### src/inc/csg_defines.svh
`ifndef CSG_DEFINES_SVH
`define CSG_DEFINES_SVH

// ---------------------------------------------------------------
// timing
// ---------------------------------------------------------------
`define CSG_CLK_HZ        25000000
`define CSG_TICK_HZ       1000
`define CSG_TICK_DIV      (`CSG_CLK_HZ / `CSG_TICK_HZ)
`define CSG_HOLD_MS       250
`define CSG_HOLD_TICKS    ((`CSG_HOLD_MS * `CSG_TICK_HZ + 999) / 1000)
`define CSG_DEB_MS        10
`define CSG_DEB_TICKS     ((`CSG_DEB_MS * `CSG_TICK_HZ + 999) / 1000)
`define CSG_WDT_MS        1000
`define CSG_WDT_TICKS     ((`CSG_WDT_MS * `CSG_TICK_HZ + 999) / 1000)
`define CSG_CNT_RST       16'h0000
`endif

### src/inc/csg_pkg.sv
package csg_pkg;
  typedef enum logic [1:0] {
    CSG_RUN  = 2'b00,
    CSG_HOLD = 2'b01
  } csg_state_t;

  typedef struct packed {
    logic ram_sel_in_n;
    logic upper_byte_en_n;
    logic lower_byte_en_n;
  } csg_ram_req_t;

  typedef struct packed {
    logic ram_sel_hi_out_n;
    logic ram_sel_lo_out_n;
  } csg_ram_sel_t;
endpackage : csg_pkg

### src/hw/csg_tick.sv
`timescale 1ns/1ns
`include "csg_defines.svh"
module csg_tick #(
  parameter int unsigned DIV = `CSG_TICK_DIV
) (
  input  wire logic i_clk,
  input  wire logic i_sys_rst,
  output logic      o_tick
);
  localparam int W = (DIV > 1) ? $clog2(DIV) : 1;
  if (DIV < 2) begin : g_bad_div
    $error("csg_tick: DIV must be at least 2");
  end
  logic [W-1:0] cnt_q;
  logic [W-1:0] cnt_d;
  logic         tick_d;
  logic         tick_q;

  // ---------------------------------------------------------------
  // slow timebase divider
  // ---------------------------------------------------------------
  always_comb begin
    tick_d = (cnt_q == W'(DIV - 1));
    cnt_d  = tick_d ? '0 : cnt_q + W'(1);
  end

  always_ff @(posedge i_clk or posedge i_sys_rst) begin
    if (i_sys_rst) begin
      cnt_q  <= '0;
      tick_q <= 1'b0;
    end else begin
      cnt_q  <= cnt_d;
      tick_q <= tick_d;
    end
  end

  assign o_tick = tick_q;
endmodule : csg_tick

### src/hw/csg_supervisor.sv
`timescale 1ns/1ns
`include "csg_defines.svh"
module csg_supervisor #(
  parameter int unsigned TICK_DIV   = `CSG_TICK_DIV,
  parameter int unsigned HOLD_TICKS = `CSG_HOLD_TICKS,
  parameter int unsigned DEB_TICKS  = `CSG_DEB_TICKS,
  parameter int unsigned WDT_TICKS  = `CSG_WDT_TICKS
) (
  input  wire logic                  i_clk,
  input  wire logic                  i_sys_rst,
  input  wire logic                  i_supply_ok,
  input  wire logic                  i_strobe_n,
  input  wire logic                  i_cpu_rst_n,
  input  wire csg_pkg::csg_ram_req_t i_ram_req,
  output logic                       o_cpu_rst_n,
  output logic                       o_cpu_rst_oe,
  output logic                       o_power_fail,
  output csg_pkg::csg_ram_sel_t      o_ram_sel
);
  import csg_pkg::*;

  if (HOLD_TICKS < 1 || HOLD_TICKS > 65535) begin : g_bad_hold
    $error("bad HOLD_TICKS");
  end
  if (DEB_TICKS < 1 || DEB_TICKS > 65535) begin : g_bad_deb
    $error("bad DEB_TICKS");
  end
  if (WDT_TICKS < 1 || WDT_TICKS > 65535) begin : g_bad_wdt
    $error("bad WDT_TICKS");
  end

  logic tick;

  csg_tick #(.DIV(TICK_DIV)) u_tick (
    .i_clk     (i_clk),
    .i_sys_rst (i_sys_rst),
    .o_tick    (tick)
  );

  // ---------------------------------------------------------------
  // pushbutton debounce on the shared reset pin
  // ---------------------------------------------------------------
  logic [15:0] deb_q;
  logic [15:0] deb_d;
  logic        press_q;
  logic        press_d;
  logic        press_ev;
  logic        pin_low;
  csg_state_t  st_q;
  csg_state_t  st_d;

  // own drive is masked so our reset does not retrigger itself
  assign pin_low = !i_cpu_rst_n && (st_q == CSG_RUN);

  always_comb begin
    deb_d    = deb_q;
    press_d  = press_q;
    press_ev = 1'b0;
    if (!pin_low) begin
      deb_d   = `CSG_CNT_RST;
      press_d = 1'b0;
    end else if (!press_q && tick) begin
      if (deb_q == 16'(DEB_TICKS - 1)) begin
        press_d  = 1'b1;
        press_ev = 1'b1;
      end else begin
        deb_d = deb_q + 16'h0001;
      end
    end
  end

  always_ff @(posedge i_clk or posedge i_sys_rst) begin
    if (i_sys_rst) begin
      deb_q   <= `CSG_CNT_RST;
      press_q <= 1'b0;
    end else begin
      deb_q   <= deb_d;
      press_q <= press_d;
    end
  end

  // ---------------------------------------------------------------
  // watchdog
  // ---------------------------------------------------------------
  logic [15:0] wdt_q;
  logic [15:0] wdt_d;
  logic        wdt_exp;

  always_comb begin
    wdt_d   = wdt_q;
    wdt_exp = 1'b0;
    if (!i_strobe_n || st_q == CSG_HOLD) begin
      wdt_d = `CSG_CNT_RST;
    end else if (tick) begin
      if (wdt_q == 16'(WDT_TICKS - 1)) begin
        wdt_exp = 1'b1;
        wdt_d   = `CSG_CNT_RST;
      end else begin
        wdt_d = wdt_q + 16'h0001;
      end
    end
  end

  always_ff @(posedge i_clk or posedge i_sys_rst) begin
    if (i_sys_rst) begin
      wdt_q <= `CSG_CNT_RST;
    end else begin
      wdt_q <= wdt_d;
    end
  end

  // ---------------------------------------------------------------
  // reset hold sequencer
  // ---------------------------------------------------------------
  logic [15:0] hold_q;
  logic [15:0] hold_d;
  logic        pf;

  assign pf = !i_supply_ok;

  always_comb begin
    st_d   = st_q;
    hold_d = hold_q;
    unique case (st_q)
      CSG_RUN: begin
        hold_d = `CSG_CNT_RST;
        if (pf || press_ev || wdt_exp) begin
          st_d = CSG_HOLD;
        end
      end
      CSG_HOLD: begin
        if (pf) begin
          hold_d = `CSG_CNT_RST;
        end else if (tick) begin
          if (hold_q == 16'(HOLD_TICKS - 1)) begin
            st_d   = CSG_RUN;
            hold_d = `CSG_CNT_RST;
          end else begin
            hold_d = hold_q + 16'h0001;
          end
        end
      end
      default: begin
        st_d   = CSG_HOLD;
        hold_d = `CSG_CNT_RST;
      end
    endcase
  end

  always_ff @(posedge i_clk or posedge i_sys_rst) begin
    if (i_sys_rst) begin
      st_q   <= CSG_HOLD;
      hold_q <= `CSG_CNT_RST;
    end else begin
      st_q   <= st_d;
      hold_q <= hold_d;
    end
  end

  // ---------------------------------------------------------------
  // outputs
  // ---------------------------------------------------------------
  logic         pf_q;
  csg_ram_sel_t sel_q;
  csg_ram_sel_t sel_d;

  // one byte lane: enabled only when select and byte enable are both low
  function automatic logic gate_sel(input logic sel_n, input logic byte_n);
    return sel_n | byte_n;
  endfunction : gate_sel

  always_comb begin
    sel_d.ram_sel_hi_out_n = 1'b1;
    sel_d.ram_sel_lo_out_n = 1'b1;
    if (!pf) begin
      sel_d.ram_sel_hi_out_n = gate_sel(i_ram_req.ram_sel_in_n,
                                        i_ram_req.upper_byte_en_n);
      sel_d.ram_sel_lo_out_n = gate_sel(i_ram_req.ram_sel_in_n,
                                        i_ram_req.lower_byte_en_n);
    end
  end

  always_ff @(posedge i_clk or posedge i_sys_rst) begin
    if (i_sys_rst) begin
      pf_q  <= 1'b1;
      sel_q <= '1;
    end else begin
      pf_q  <= pf;
      sel_q <= sel_d;
    end
  end

  assign o_power_fail = pf_q;
  assign o_ram_sel    = sel_q;
  assign o_cpu_rst_n  = 1'b0;
  assign o_cpu_rst_oe = (st_q == CSG_HOLD);
endmodule : csg_supervisor

### config.mk
export PLATFORM = sky130hd
export DESIGN_NAME = csg_supervisor
export DESIGN_NICKNAME = d
export VERILOG_FILES = /design/src/inc/csg_pkg.sv /design/src/hw/csg_tick.sv /design/src/hw/csg_supervisor.sv
export VERILOG_INCLUDE_DIRS = /design/src /design/src/inc
export SDC_FILE = /design/constraint.sdc
export NUM_CORES = 1
export LEC_CHECK = 0
export ABC_AREA = 1
export BUFFER_PORTS_ARGS = -buffer_cell sky130_fd_sc_hd__buf_2
export CAP_MARGIN = 10
export CORE_MARGIN = 3
export CORE_UTILIZATION = 30
export DETAILED_ROUTE_END_ITERATION = 7
export MAX_ROUTING_LAYER = met4
export SYNTH_ARGS = -nofsm -noshare
export SYNTH_HDL_FRONTEND = slang
export SYNTH_HIERARCHICAL = 1
export SYNTH_SLANG_ARGS = --single-unit
### constraint.sdc
create_clock -name i_clk -period 1.6 [get_ports i_clk]
set_input_delay 0.24 -clock i_clk [delete_from_list [all_inputs] [get_ports i_clk]]
set_output_delay 0.24 -clock i_clk [all_outputs]
set_load 0.05 [all_outputs]
==> Word-level counts from Yosys, hierarchy flattened <==
Cells that the tools add are included.
{ "op_classes": {"n_addsub": 4, "order_cmp": 0, "n_eq_ne": 13, "mux": 26, "n_div": 0, "bitwise": 2, "mul": 0, "n_reduce_logical": 14, "shift": 0} }
{ "ops": {"columns": ["operator", "count"], "rows": [
  ["$mux W16", 10],
  ["$add A16 B1 Y16 const B", 3],
  ["$eq A16 B10 Y1 const B", 1],
  ["$eq A16 B4 Y1 const B", 1],
  ["$eq A16 B8 Y1 const B", 1],
  ["$add A15 B1 Y15 const B", 1],
  ["$eq A15 B15 Y1 const B", 1],
  ["$mux W15", 1],
  ["$mux W2", 5],
  ["$ne A2 B1 Y1 const B", 5],
  ["$mux W1", 9],
  ["$logic_not A1 Y1", 4],
  ["$ne A2 B2 Y1 const B", 2],
  ["$pmux W2 S2", 1],
  ["$reduce_and A2 Y1", 2],
  ["$reduce_and A4 Y1", 1],
  ["$logic_or A1 B1 Y1", 3],
  ["$ne A3 B2 Y1 const B", 1],
  ["$eq A2 B1 Y1 const B", 1],
  ["$logic_and A1 B1 Y1", 2],
  ["$logic_not A2 Y1", 1],
  ["$or A1 B1 Y1", 2],
  ["$reduce_bool A2 Y1", 1]
]} }
{ "word_totals": {"out_inout_bits": 5, "in_bits": 8, "mem_count": 0, "ram_bits": 0, "register_bits": 70, "rom_bits": 0, "word_cells": 69, "latch_bits": 0} }

==> Logic depth before layout (Yosys ltp) <==
Gate-level depths: netlist of run 1.
{ "logic_depth": {"word_depth": 8, "mapped_depth": 10, "depth_no_buf": 9} }

==> Cells and area by module <==
Netlist of run 1, hierarchy kept.
{ "by_module_without_submodules": {"columns": ["mod", "seq_area_each_um2", "cells_per_inst", "instances", "area_per_inst_um2"], "rows": [
  ["csg_supervisor", 1331.3, 492, 1, 3348.2],
  ["csg_tick", 400.4, 131, 1, 930.9]
]} }

==> Worst setup path before layout of run 1 <==
OpenSTA, ideal clock, no wires.
{ "synth_path": {"path_type": "flip-flop to flip-flop", "startpoint": "register st_q[0]", "endpoint": "register wdt_q[7]", "t_required_ns": 1.482, "n_path_buf": 0, "slack_ns": -0.018, "period_less_slack_ns": 1.618, "arrival_time_ns": 1.500, "path_stages_with_launch": 10, "setup_ns": 0.118, "path_cell_list": "dfstp_2 inv_1 nand2_1 nor2_4 inv_2 nand2_1 nor2_1 nand3_1 nand2_1 nor2_1"} }
{ "synth_via": {"elab_chain_cells": 3, "word_cells_on_any_way": 4, "classes_between": "eq/ne: 1; mux: 1; reduce/logical: 2"} }
{ "synth_lines": {"columns": ["item", "line_no", "source"], "rows": [
  ["start: declaration", "csg_supervisor.sv:49", "csg_state_t st_q;"],
  ["start signal: assignment", "csg_supervisor.sv:155", "st_q <= st_d;"],
  ["$eq A2 B1 Y1 *", "csg_supervisor.sv:92", "if (!i_strobe_n || st_q == CSG_HOLD) begin"],
  ["$logic_or A1 B1 Y1 *", "csg_supervisor.sv:92", null],
  ["$mux W16 or $reduce_bool A2 Y1 (tied branches)", null, null],
  ["end signal: assignment", "csg_supervisor.sv:106", "wdt_q <= `CSG_CNT_RST;"],
  ["end signal: assignment", "csg_supervisor.sv:108", "wdt_q <= wdt_d;"],
  ["end: declaration", "csg_supervisor.sv:85", "logic [15:0] wdt_q;"]
]} }
Every way passes the cells marked *; elsewhere a longest branch is shown, timed or not.
A chain may end at the register's enable or synchronous reset.

==> Final worst setup path of run 1 <==
{ "layout_path": {"startpoint": "register st_q[0]", "endpoint": "output o_cpu_rst_oe"} }
{ "layout_via": {"elab_chain_cells": 1} }
{ "layout_lines": {"columns": ["item", "line_no", "source"], "rows": [
  ["$eq A2 B1 Y1", "csg_supervisor.sv:196", "assign o_cpu_rst_oe = (st_q == CSG_HOLD);"],
  ["end: declaration", "csg_supervisor.sv:16", "output logic o_cpu_rst_oe,"]
]} }
Every way passes these cells.

==> metrics.cfg, run 1 <==
[global_routing]
grt_util_all_layers_pct=13.5
grt_max_degree=54
grt_pass1_wl_microns=17100
grt_overflow_total=0
antenna_found_initial=0
grt_pass1_vias=3716

[timing]
layout_worst_path_cycle_share_pct=96.8
timing.fmax_mhz=646
setup_viol=0
max-slew-margin-rel_pct=59.6
worst_pin_slew_ns=0.605
maxSlewViolCount=0
hold_violations=0
fin_worst_skew_ns=0.00410
final.min_clock_period_ns=1.55
setup_tns_ns=0

[drt]
firstDrtPassIters=5
routed_via_density=4.62
num_vias=4013
ant_nets=0
wl_per_cell_microns=11.5
drc=0
drt-initial-drc-count=376
drt-total-wl_microns=10000

[synthesis]
syn_area_sq_mm=0.00428
ys_types=32
synth_top_area_share_pct=38.0
postSynthAreaPerCell_sq_um=6.87
ys_seq_elements=69
async_flop_share_pct=100
syn_inst=623
synth_most_common_cell=nand2_1
yosysWarnings=6
ys.flop_type=dfrtp_1
ys_seq_area_share_pct=40.5
synth_largest_area_cell=dfrtp_1
synth_area_leaders=dfrtp_1, nand2_1, nor2_1
yosys-top-cells-count=nand2_1, nor2_1, inv_1
synth-edff-count=0
synth_nets=637

[pwr]
power.leakage_nw=2.49
peakVddDrop_mv=0.560
finalPower_mw=3.88
powerDensity_mw_per_mm2=737

[placement]
finalWeightedCongestion=0.923
dp_hpwl_microns=7320
placed_area_sq_mm=0.00484
io_buffers=11

[worst_setup_path]
cp_slowest_stage_delay_ns=0.67
startpoint_type=register
cp-end-kind=output pin
worstPathRequired_ns=1.36
critPathMaxFanout=8
regToRegSetupSlack_ns=0.11
cp_slowest_cell=dfstp_4
crit_buf_inv=1
crit_chain=buf_2
critical_path_class=reg2out
critPathTopFamily=flip-flops
critPathArrivalTime_ns=1.31

[finish]
final_area_sq_mm=0.00527
syn2layout_area_growth_pct=23.1
final.fill_count=1435
nets=698
layout-drive-gt1-share_pct=17.6
antenna_cells=0

[clock_network]
cts_sinks=69
root_buffer=clkbuf_16
cts.path.max_buffers=2
clk_latency_ns=0.34
path_clk_slew_ns=0.06
cts_buffers=9
htreeDepth=3
cts_tree=yes

[die]
core-area_sq_mm=0.0139
io_pins=13
die_h_microns=125
dieWidth_microns=125
dieArea_sq_mm=0.0157
rows=43
start_util_pct=30.7

[run]
maxCapViolCount=0

[status]
status=finished clean

[min_path]
hold_path.class=in2reg

[layer usage]
layer	GRT usage (%)	up-vias	share of wire, %
met5	-	-	0
met4	6.06	0	1.4
met3	1.45	11	2.5
met2	21.0	77	46
met1	17.7	1840	50
li1	-	2085	-
[metrics by stage]
stage / worst slack [ns] / utilization, % / std cells / hold slack (ns)
floorplan: 0.0258 / - / 623 / 0.154
global placement: 0.0913 / 34.7 / 849 / 0.328
detailed placement: 0.0693 / 34.7 / 849 / 0.333
CTS: 0.0529 / 36.9 / 866 / 0.0841
global route: -0.0137 / 37.8 / 869 / 0.105
finish: 0.0510 / 37.8 / 869 / 0.0890
[layout by cell type, fill, tap and decap left out, types with 8 or more instances in the layout]
| master | n |
|---|---|
| buf_2 | 11 |
| buf_4 | 41 |
| clkbuf_16 | 10 |
| dfrtp_1 | 64 |
| inv_1 | 83 |
| nand2_1 | 168 |
| nand2_2 | 8 |
| nand3_1 | 50 |
| nand4_1 | 24 |
| nor2_1 | 109 |
| nor2_2 | 11 |
| o21ai_0 | 18 |
| o21ai_1 | 8 |
| xor2_1 | 14 |
[path summary, 6_finish.rpt]
path / from / to / depth (start not counted)
setup reg to reg: st_q[0]$_DFFE_PP1P_ / wdt_q[4]$_DFFE_PP0P_ / 8
setup / recovery: st_q[0]$_DFFE_PP1P_ / o_cpu_rst_oe / 1
min in group asynchronous: i_sys_rst / deb_q[9]$_DFFE_PP0P_ / 4
max in group asynchronous: i_sys_rst / u_tick/cnt_q[5]$_DFF_PP0_ / 3
hold / removal: i_ram_req[0] / o_ram_sel[0]$_DFF_PP1_ / 3
hold reg to reg: press_q$_DFFE_PP0P_ / press_q$_DFFE_PP0P_ / 2
[flip-flops by register name, indices dropped and copies added, names as in the netlist]
signal	flops
deb_q	16
hold_q	16
o_power_fail	1
o_ram_sel	2
press_q	1
st_q	1
u_tick/cnt_q	15
u_tick/o_tick	1
wdt_q	16
[area by class of cell]
| cell class | count | area, sq um | share of cell area, % |
|---|---|---|---|
| clock buffer | 12 | 246 | 4.68 |
| clock inverter | 4 | 47.5 | 0.903 |
| inverter | 88 | 330 | 6.27 |
| multi-input combinational | 459 | 2230 | 42.4 |
| sequential | 69 | 1740 | 33.0 |
| tap | 180 | 225 | 4.28 |
| timing repair buffer | 57 | 448 | 8.50 |
[where the power goes]
part / internal, mW / switching (mW)
logic: 0.0364 / 0.0885
registers: 1.75 / 0.00300
clock network: 1.24 / 0.754
[cells by family (layout without fill, tap and decap cells)]
logic type	Yosys count	after routing	share of synthesized area (%)
xor+xnor	15	15	3.07
compound gates	45	45	6.20
simple gates	392	392	39.6
flops	69	69	40.5
buf+inv	95	161	8.86
fa+ha+maj	6	6	1.75
other cells	1	1	0.0876
[timing repair]
item	4_1_cts	5_1_grt
hold buffers	1	0
hold endpoints to repair	49	0
resized for setup	0	29
setup buffers	0	2
setup endpoints to repair	0	37
(Power assumes the default switching activity.)
==> inputs of run 2 (changes only) <==
--- a/config.mk
+++ b/config.mk
@@ -9,10 +9,13 @@
 export ABC_AREA = 1
 export BUFFER_PORTS_ARGS = -buffer_cell sky130_fd_sc_hd__buf_2
 export CAP_MARGIN = 10
+export CELL_PAD_IN_SITES_DETAIL_PLACEMENT = 1
+export CELL_PAD_IN_SITES_GLOBAL_PLACEMENT = 2
 export CORE_MARGIN = 3
 export CORE_UTILIZATION = 30
 export DETAILED_ROUTE_END_ITERATION = 7
 export MAX_ROUTING_LAYER = met4
+export PLACE_DENSITY_LB_ADDON = 0.1
 export SYNTH_ARGS = -nofsm -noshare
 export SYNTH_HDL_FRONTEND = slang
 export SYNTH_HIERARCHICAL = 1
==> run 2 against run 1 <==
  * Via count is 2.5% higher
  * Wire length is 26% higher
  * Register-to-register slack hardly changed
==> metrics.cfg, run 2 (same netlist as run 1, synthesis figures left out) <==
[status]
status=finished clean  ; unchanged

[worst_setup_path]
cp_slowest_stage_delay_ns=0.66  ; was 0.67 ns
critPathMaxFanout=6  ; was 8
crit_chain=buf_2  ; unchanged
crit_buf_inv=1  ; unchanged
startpoint_type=register  ; unchanged
cp-end-kind=output pin  ; unchanged
worstPathRequired_ns=1.36  ; about the same
critical_path_class=reg2out  ; unchanged
critPathArrivalTime_ns=1.30  ; was 1.31 ns
regToRegSetupSlack_ns=0.10  ; was 0.11 ns
cp_slowest_cell=dfstp_4  ; unchanged
critPathTopFamily=flip-flops  ; unchanged

[clock_network]
cts_sinks=69  ; unchanged
htreeDepth=3  ; unchanged
cts.path.max_buffers=2  ; unchanged
cts_buffers=9  ; unchanged
clk_latency_ns=0.34  ; about the same
path_clk_slew_ns=0.06  ; about the same
root_buffer=clkbuf_16  ; unchanged
cts_tree=yes  ; unchanged

[drt]
ant_nets=0  ; unchanged
drt-total-wl_microns=12700  ; was 10000 microns
drt-initial-drc-count=184  ; was 376
drc=0  ; unchanged
wl_per_cell_microns=14.6  ; was 11.5 microns
num_vias=4114  ; was 4013
firstDrtPassIters=5  ; unchanged
routed_via_density=4.73  ; was 4.62

[timing]
final.min_clock_period_ns=1.54  ; was 1.55 ns
timing.fmax_mhz=649  ; was 646 MHz
hold_violations=0  ; unchanged
maxSlewViolCount=0  ; unchanged
setup_tns_ns=0  ; unchanged
layout_worst_path_cycle_share_pct=96.3  ; was 96.8%
setup_viol=0  ; unchanged
fin_worst_skew_ns=0.00518  ; was 0.00410 ns
setup_ws_ns=0.0587  ; was 0.0510 ns

[finish]
top_regs=deb_q: 16 flops, hold_q: 16 flops, wdt_q: 16 flops  ; unchanged
antenna_cells=0  ; unchanged
final_util_pct=38.2  ; was 37.8%
syn2layout_area_growth_pct=24.4  ; was 23.1%
final_common_cell=nand2_1  ; unchanged
mostFrequentLayoutCells=nand2_1, nor2_1, inv_1  ; unchanged
layout-drive-gt1-share_pct=19.4  ; was 17.6%
nets=698  ; unchanged

[die]
start_util_pct=30.7  ; unchanged
core-area_sq_mm=0.0139  ; unchanged
die_h_microns=125  ; unchanged
rows=43  ; unchanged
io_pins=13  ; unchanged
dieArea_sq_mm=0.0157  ; unchanged
dieWidth_microns=125  ; unchanged

[placement]
dp_hpwl_microns=9800  ; was 7320 microns
io_buffers=11  ; unchanged
dp_slack_ns=-0.00661  ; was 0.0693 ns
finalWeightedCongestion=0.844  ; was 0.923

[global_routing]
antenna_found_initial=0  ; unchanged
grt_pass1_wl_microns=21700  ; was 17100 microns
grt_max_degree=39  ; was 54
grt_pass1_vias=4397  ; was 3716
grt_overflow_total=0  ; unchanged
grt_util_all_layers_pct=17.2  ; was 13.5%

[min_path]
hold_path.class=in2reg  ; unchanged

[run]
maxCapViolCount=0  ; unchanged

[pwr]
peakVddDrop_mv=0.314  ; was 0.560 mV
finalPower_mw=4.23  ; was 3.88 mW
powerDensity_mw_per_mm2=794  ; was 737 mW/mm^2
power.leakage_nw=2.50  ; was 2.49 nW

run 2: path summary, 6_finish.rpt:
check                                     startpoint                    endpoint  cells past startpoint
min in group asynchronous                  i_sys_rst  u_tick/cnt_q[12]$_DFF_PP0_                      4
max reg2reg                      st_q[0]$_DFFE_PP1P_       hold_q[8]$_DFFE_PP0P_                      6
max                              st_q[0]$_DFFE_PP1P_                o_cpu_rst_oe                      1
min reg2reg                u_tick/cnt_q[0]$_DFF_PP0_   u_tick/cnt_q[0]$_DFF_PP0_                      1
min                                     i_ram_req[1]      o_ram_sel[1]$_DFF_PP1_                      3
max in group asynchronous                  i_sys_rst      o_power_fail$_DFF_PP1_                      4
run 2: cell type report:
cell class / instances / area [sq um]
fill: 1776 / 8610
multi-input combinational: 459 / 2260
sequential: 69 / 1740
timing repair buffer: 57 / 423
inverter: 88 / 335
clock buffer: 9 / 225
tap: 180 / 225
clock inverter: 7 / 114
run 2: timing repair:
| item | in CTS | in global routing |
|---|---|---|
| hold endpoints to repair | 66 | 0 |
| buffers inserted | 0 | 3 |
| endpoints found under the setup margin | 2 | 32 |
| gates resized for setup | 2 | 40 |
| cloned | 0 | 1 |
| pin swaps | 0 | 3 |
| hold buffers | 1 | 0 |
run 2: layer usage:
layer	routed length, microns	share of wire (%)	track usage (%)	vias up
met5	0	0	-	-
met4	228	1.8	6.06	0
met3	170	1.3	2.14	16
met2	6090	48	28.2	29
met1	6190	49	22.1	1991
li1	-	-	-	2078
run 2: per-stage QoR:
stage	hold slack, ns	std cells	cell area, sq um
global route	0.105	869	5330
global placement	0.279	848	4830
floorplan	0.154	623	4280
CTS	0.0721	865	5190
finish	0.0816	869	5330
detailed placement	0.295	848	4830
run 2: report_power, final:
part	switching, mW	internal [mW]
clock network	0.821	1.52
registers	0.00356	1.75
logic	0.0964	0.0369
==> inputs of run 3 (changes only) <==
--- a/config.mk
+++ b/config.mk
@@ -14,8 +14,8 @@
 export CORE_MARGIN = 3
 export CORE_UTILIZATION = 30
 export DETAILED_ROUTE_END_ITERATION = 7
-export MAX_ROUTING_LAYER = met4
 export PLACE_DENSITY_LB_ADDON = 0.1
+export REMOVE_ABC_BUFFERS = 1
 export SYNTH_ARGS = -nofsm -noshare
 export SYNTH_HDL_FRONTEND = slang
 export SYNTH_HIERARCHICAL = 1
==> constraint.sdc (replaced) <==
create_clock -name i_clk -period 1.4 [get_ports i_clk]
set_input_delay 0.21 -clock i_clk [delete_from_list [all_inputs] [get_ports i_clk]]
set_output_delay 0.21 -clock i_clk [all_outputs]
set_load 0.05 [all_outputs]
==> run 3 against run 2 <==
  * The flow now finishes with violations (setup timing)
  * Sequential power increased by 14%
  * Combinational power increased by 73%
  * Critical endpoint is now deb_q[0]$_DFFE_PP0P_
  * Global-route usage increased by 1.4 points
  * Flip-flop and latch count unchanged
  * Sequential share of layout area decreased by 6.6 points
  * Critical path type is now reg2reg
  * Clock power increased by 12%
==> metrics.cfg, run 3 (same netlist as run 1, synthesis figures left out) <==
[run]
maxCapViolCount=0  ; unchanged

[worst_setup_path]
reg2regPathDepth=9  ; was 6
r2r-end=deb_q[0]$_DFFE_PP0P_  ; was hold_q[8]$_DFFE_PP0P_
regToRegSetupSlack_ns=-0.12  ; was 0.10 ns
critPathMaxFanout=7  ; was 6
critPathArrivalTime_ns=1.78  ; was 1.30 ns
cp-end-kind=register  ; was output pin
startpoint_type=register  ; unchanged
timing.rr.start=deb_q[1]$_DFFE_PP0P_  ; was st_q[0]$_DFFE_PP1P_
worstPathRequired_ns=1.67  ; was 1.36 ns
critical_path_class=reg2reg  ; was reg2out

[timing]
hold_violations=0  ; unchanged
maxSlewViolCount=0  ; unchanged
setup_viol=36  ; was 0
timing.fmax_mhz=660
setup_ws_ns=-0.116  ; was 0.0587 ns
final.min_clock_period_ns=1.52
rsz0062_at_grt=yes
fin_worst_skew_ns=0.00900  ; was 0.00518 ns
layout_worst_path_cycle_share_pct=108

[min_path]
hold_depth=3  ; unchanged
hold_path.class=in2reg  ; unchanged
min_from=i_ram_req[1]  ; unchanged
hold-path-endpoint=o_ram_sel[1]$_DFF_PP1_  ; unchanged

[clock_network]
cts_tree=yes  ; unchanged
cts.path.max_buffers=2  ; unchanged
cts_sinks=69  ; unchanged
clk_latency_ns=0.35  ; was 0.34 ns
root_buffer=clkbuf_16  ; unchanged
htreeDepth=3  ; unchanged
cts_buffers=9  ; unchanged
path_clk_slew_ns=0.06  ; about the same

[finish]
final_util_pct=47.7  ; was 38.2%
final.fill_count=1709  ; was 1776
top_regs=deb_q: 16 flops, hold_q: 16 flops, wdt_q: 16 flops  ; unchanged
final_common_cell=nand2_1  ; unchanged
mostFrequentLayoutCells=nand2_1, buf_4, nor2_1  ; was nand2_1, nor2_1, inv_1
syn2layout_area_growth_pct=55.4  ; was 24.4%
nets=782  ; was 698
final_area_sq_mm=0.00665  ; was 0.00533 sq mm
antenna_cells=0  ; unchanged
layout-drive-gt1-share_pct=40.6  ; was 19.4%

[die]
dieArea_sq_mm=0.0157  ; unchanged
rows=43  ; unchanged
core-area_sq_mm=0.0139  ; unchanged
io_pins=13  ; unchanged
start_util_pct=30.7  ; unchanged
die_h_microns=125  ; unchanged
dieWidth_microns=125  ; unchanged

[global_routing]
antenna_found_initial=0  ; unchanged
grt_max_degree=54  ; was 39
grt_overflow_total=0  ; unchanged
grt_pass1_vias=4828  ; was 4397
grt_pass1_wl_microns=23600  ; was 21700 microns
grt_util_all_layers_pct=18.6  ; was 17.2%

[placement]
io_buffers=11  ; unchanged
dp_hpwl_microns=10100  ; was 9800 microns
placed_area_sq_mm=0.00524  ; was 0.00483 sq mm
finalWeightedCongestion=0.813  ; was 0.844

[pwr]
finalPower_mw=4.86  ; was 4.23 mW
p_clk_share_pct=54.0  ; was 55.3%
intPower_mw=3.71  ; was 3.31 mW
powerDensity_mw_per_mm2=731  ; was 794 mW/mm^2
p_sw_share_pct=23.7  ; was 21.8%
power.leakage_nw=3.27  ; was 2.50 nW
pwr-share-comb_pct=4.7  ; was 3.2%
seq_power_share_pct=41.3  ; was 41.6%
peakVddDrop_mv=0.534  ; was 0.314 mV
p_switching_mw=1.15  ; was 0.921 mW

[drt]
drt-initial-drc-count=132  ; was 184
drc=0  ; unchanged
wl_per_cell_microns=15.6  ; was 14.6 microns
drt-total-wl_microns=14800  ; was 12700 microns
ant_nets=0  ; unchanged
num_vias=4586  ; was 4114
firstDrtPassIters=4  ; was 5
routed_via_density=4.81  ; was 4.73

[status]
status=finished with violations  ; was finished clean
violations=setup timing

==> run 3: how the worst max path moves through the flow <==
stage / from / end / slack, ns / depth (start not counted)
6_report: deb_q[1]$_DFFE_PP0P_ / deb_q[0]$_DFFE_PP0P_ / -0.12 / 9
5_1_grt: st_q[0]$_DFFE_PP1P_ / wdt_q[2]$_DFFE_PP0P_ / -0.18 / 8
4_1_cts: st_q[0]$_DFFE_PP1P_ / o_cpu_rst_oe / -0.08 / 2
3_5_place_dp: hold_q[0]$_DFFE_PP0P_ / hold_q[13]$_DFFE_PP0P_ / -0.17 / 9
3_3_place_gp: hold_q[2]$_DFFE_PP0P_ / hold_q[15]$_DFFE_PP0P_ / -0.15 / 8
2_1_floorplan: st_q[0]$_DFFE_PP1P_ / deb_q[3]$_DFFE_PP0P_ / -0.58 / 8
==> run 3: power groups by stage <==
stage / Clock (mW) / Combinational (mW) / Sequential, mW
4_1_cts: 2.67 / 0.193 / 2.01
3_5_place_dp: 0 / 0.168 / 2.04
5_1_grt: 2.77 / 0.253 / 2.01
3_3_place_gp: 0 / 0.163 / 2.04
2_1_floorplan: 0 / 0.0643 / 2.06
6_report: 2.62 / 0.230 / 2.01
==> run 3: cell type report <==
cell class | count | area [sq um] | area share (%)
Multi-Input combinational cell | 459 | 2800 | 42.0
Sequential cell | 69 | 1740 | 26.1
Timing Repair Buffer | 141 | 1210 | 18.2
Inverter | 88 | 345 | 5.19
Clock buffer | 10 | 239 | 3.59
Tap cell | 180 | 225 | 3.39
Clock inverter | 6 | 93.8 | 1.41
==> run 3: timing repair <==
action                     CTS  global route
setup endpoints to repair   41            59
pin swaps                   25            61
hold buffers                 1             0
hold endpoints to repair    65             0
cloned                       1             2
buffers inserted            14            22
gates resized for setup     66           156
==> run 3: metrics by stage <==
step / TNS, ns / worst slack (ns) / std cells / hold slack [ns]
6_report: -1.90 / -0.116 / 953 / 0.0853
5_1_grt: -5.20 / -0.185 / 953 / 0.101
4_1_cts: -1.52 / -0.0815 / 932 / 0.0788
3_5_place_dp: -3.07 / -0.172 / 901 / 0.257
3_3_place_gp: -1.96 / -0.154 / 901 / 0.249
2_1_floorplan: -14.51 / -0.579 / 616 / 0.124
==> run 3: per-layer routing <==
layer | up-vias | share of wire [%] | global-route usage (%)
met3 | 25 | 1.8 | 3.50
li1 | 2251 | - | -
met2 | 36 | 52 | 32.6
met4 | 0 | 1.8 | 5.74
met5 | - | 0 | 0
met1 | 2274 | 44 | 23.2
==> run 3: worst max-delay path, stage by stage, from the launching register on <==
cell and delay [ns]:
dfrtp_1 0.42, inv_1 0.09, ha_2 0.17, nand3_2 0.10, nor2_4 0.15, nand2_4 0.08, nand2_8 0.11, clkbuf_16 0.19
nand2_4 0.05, o21ai_2 0.06
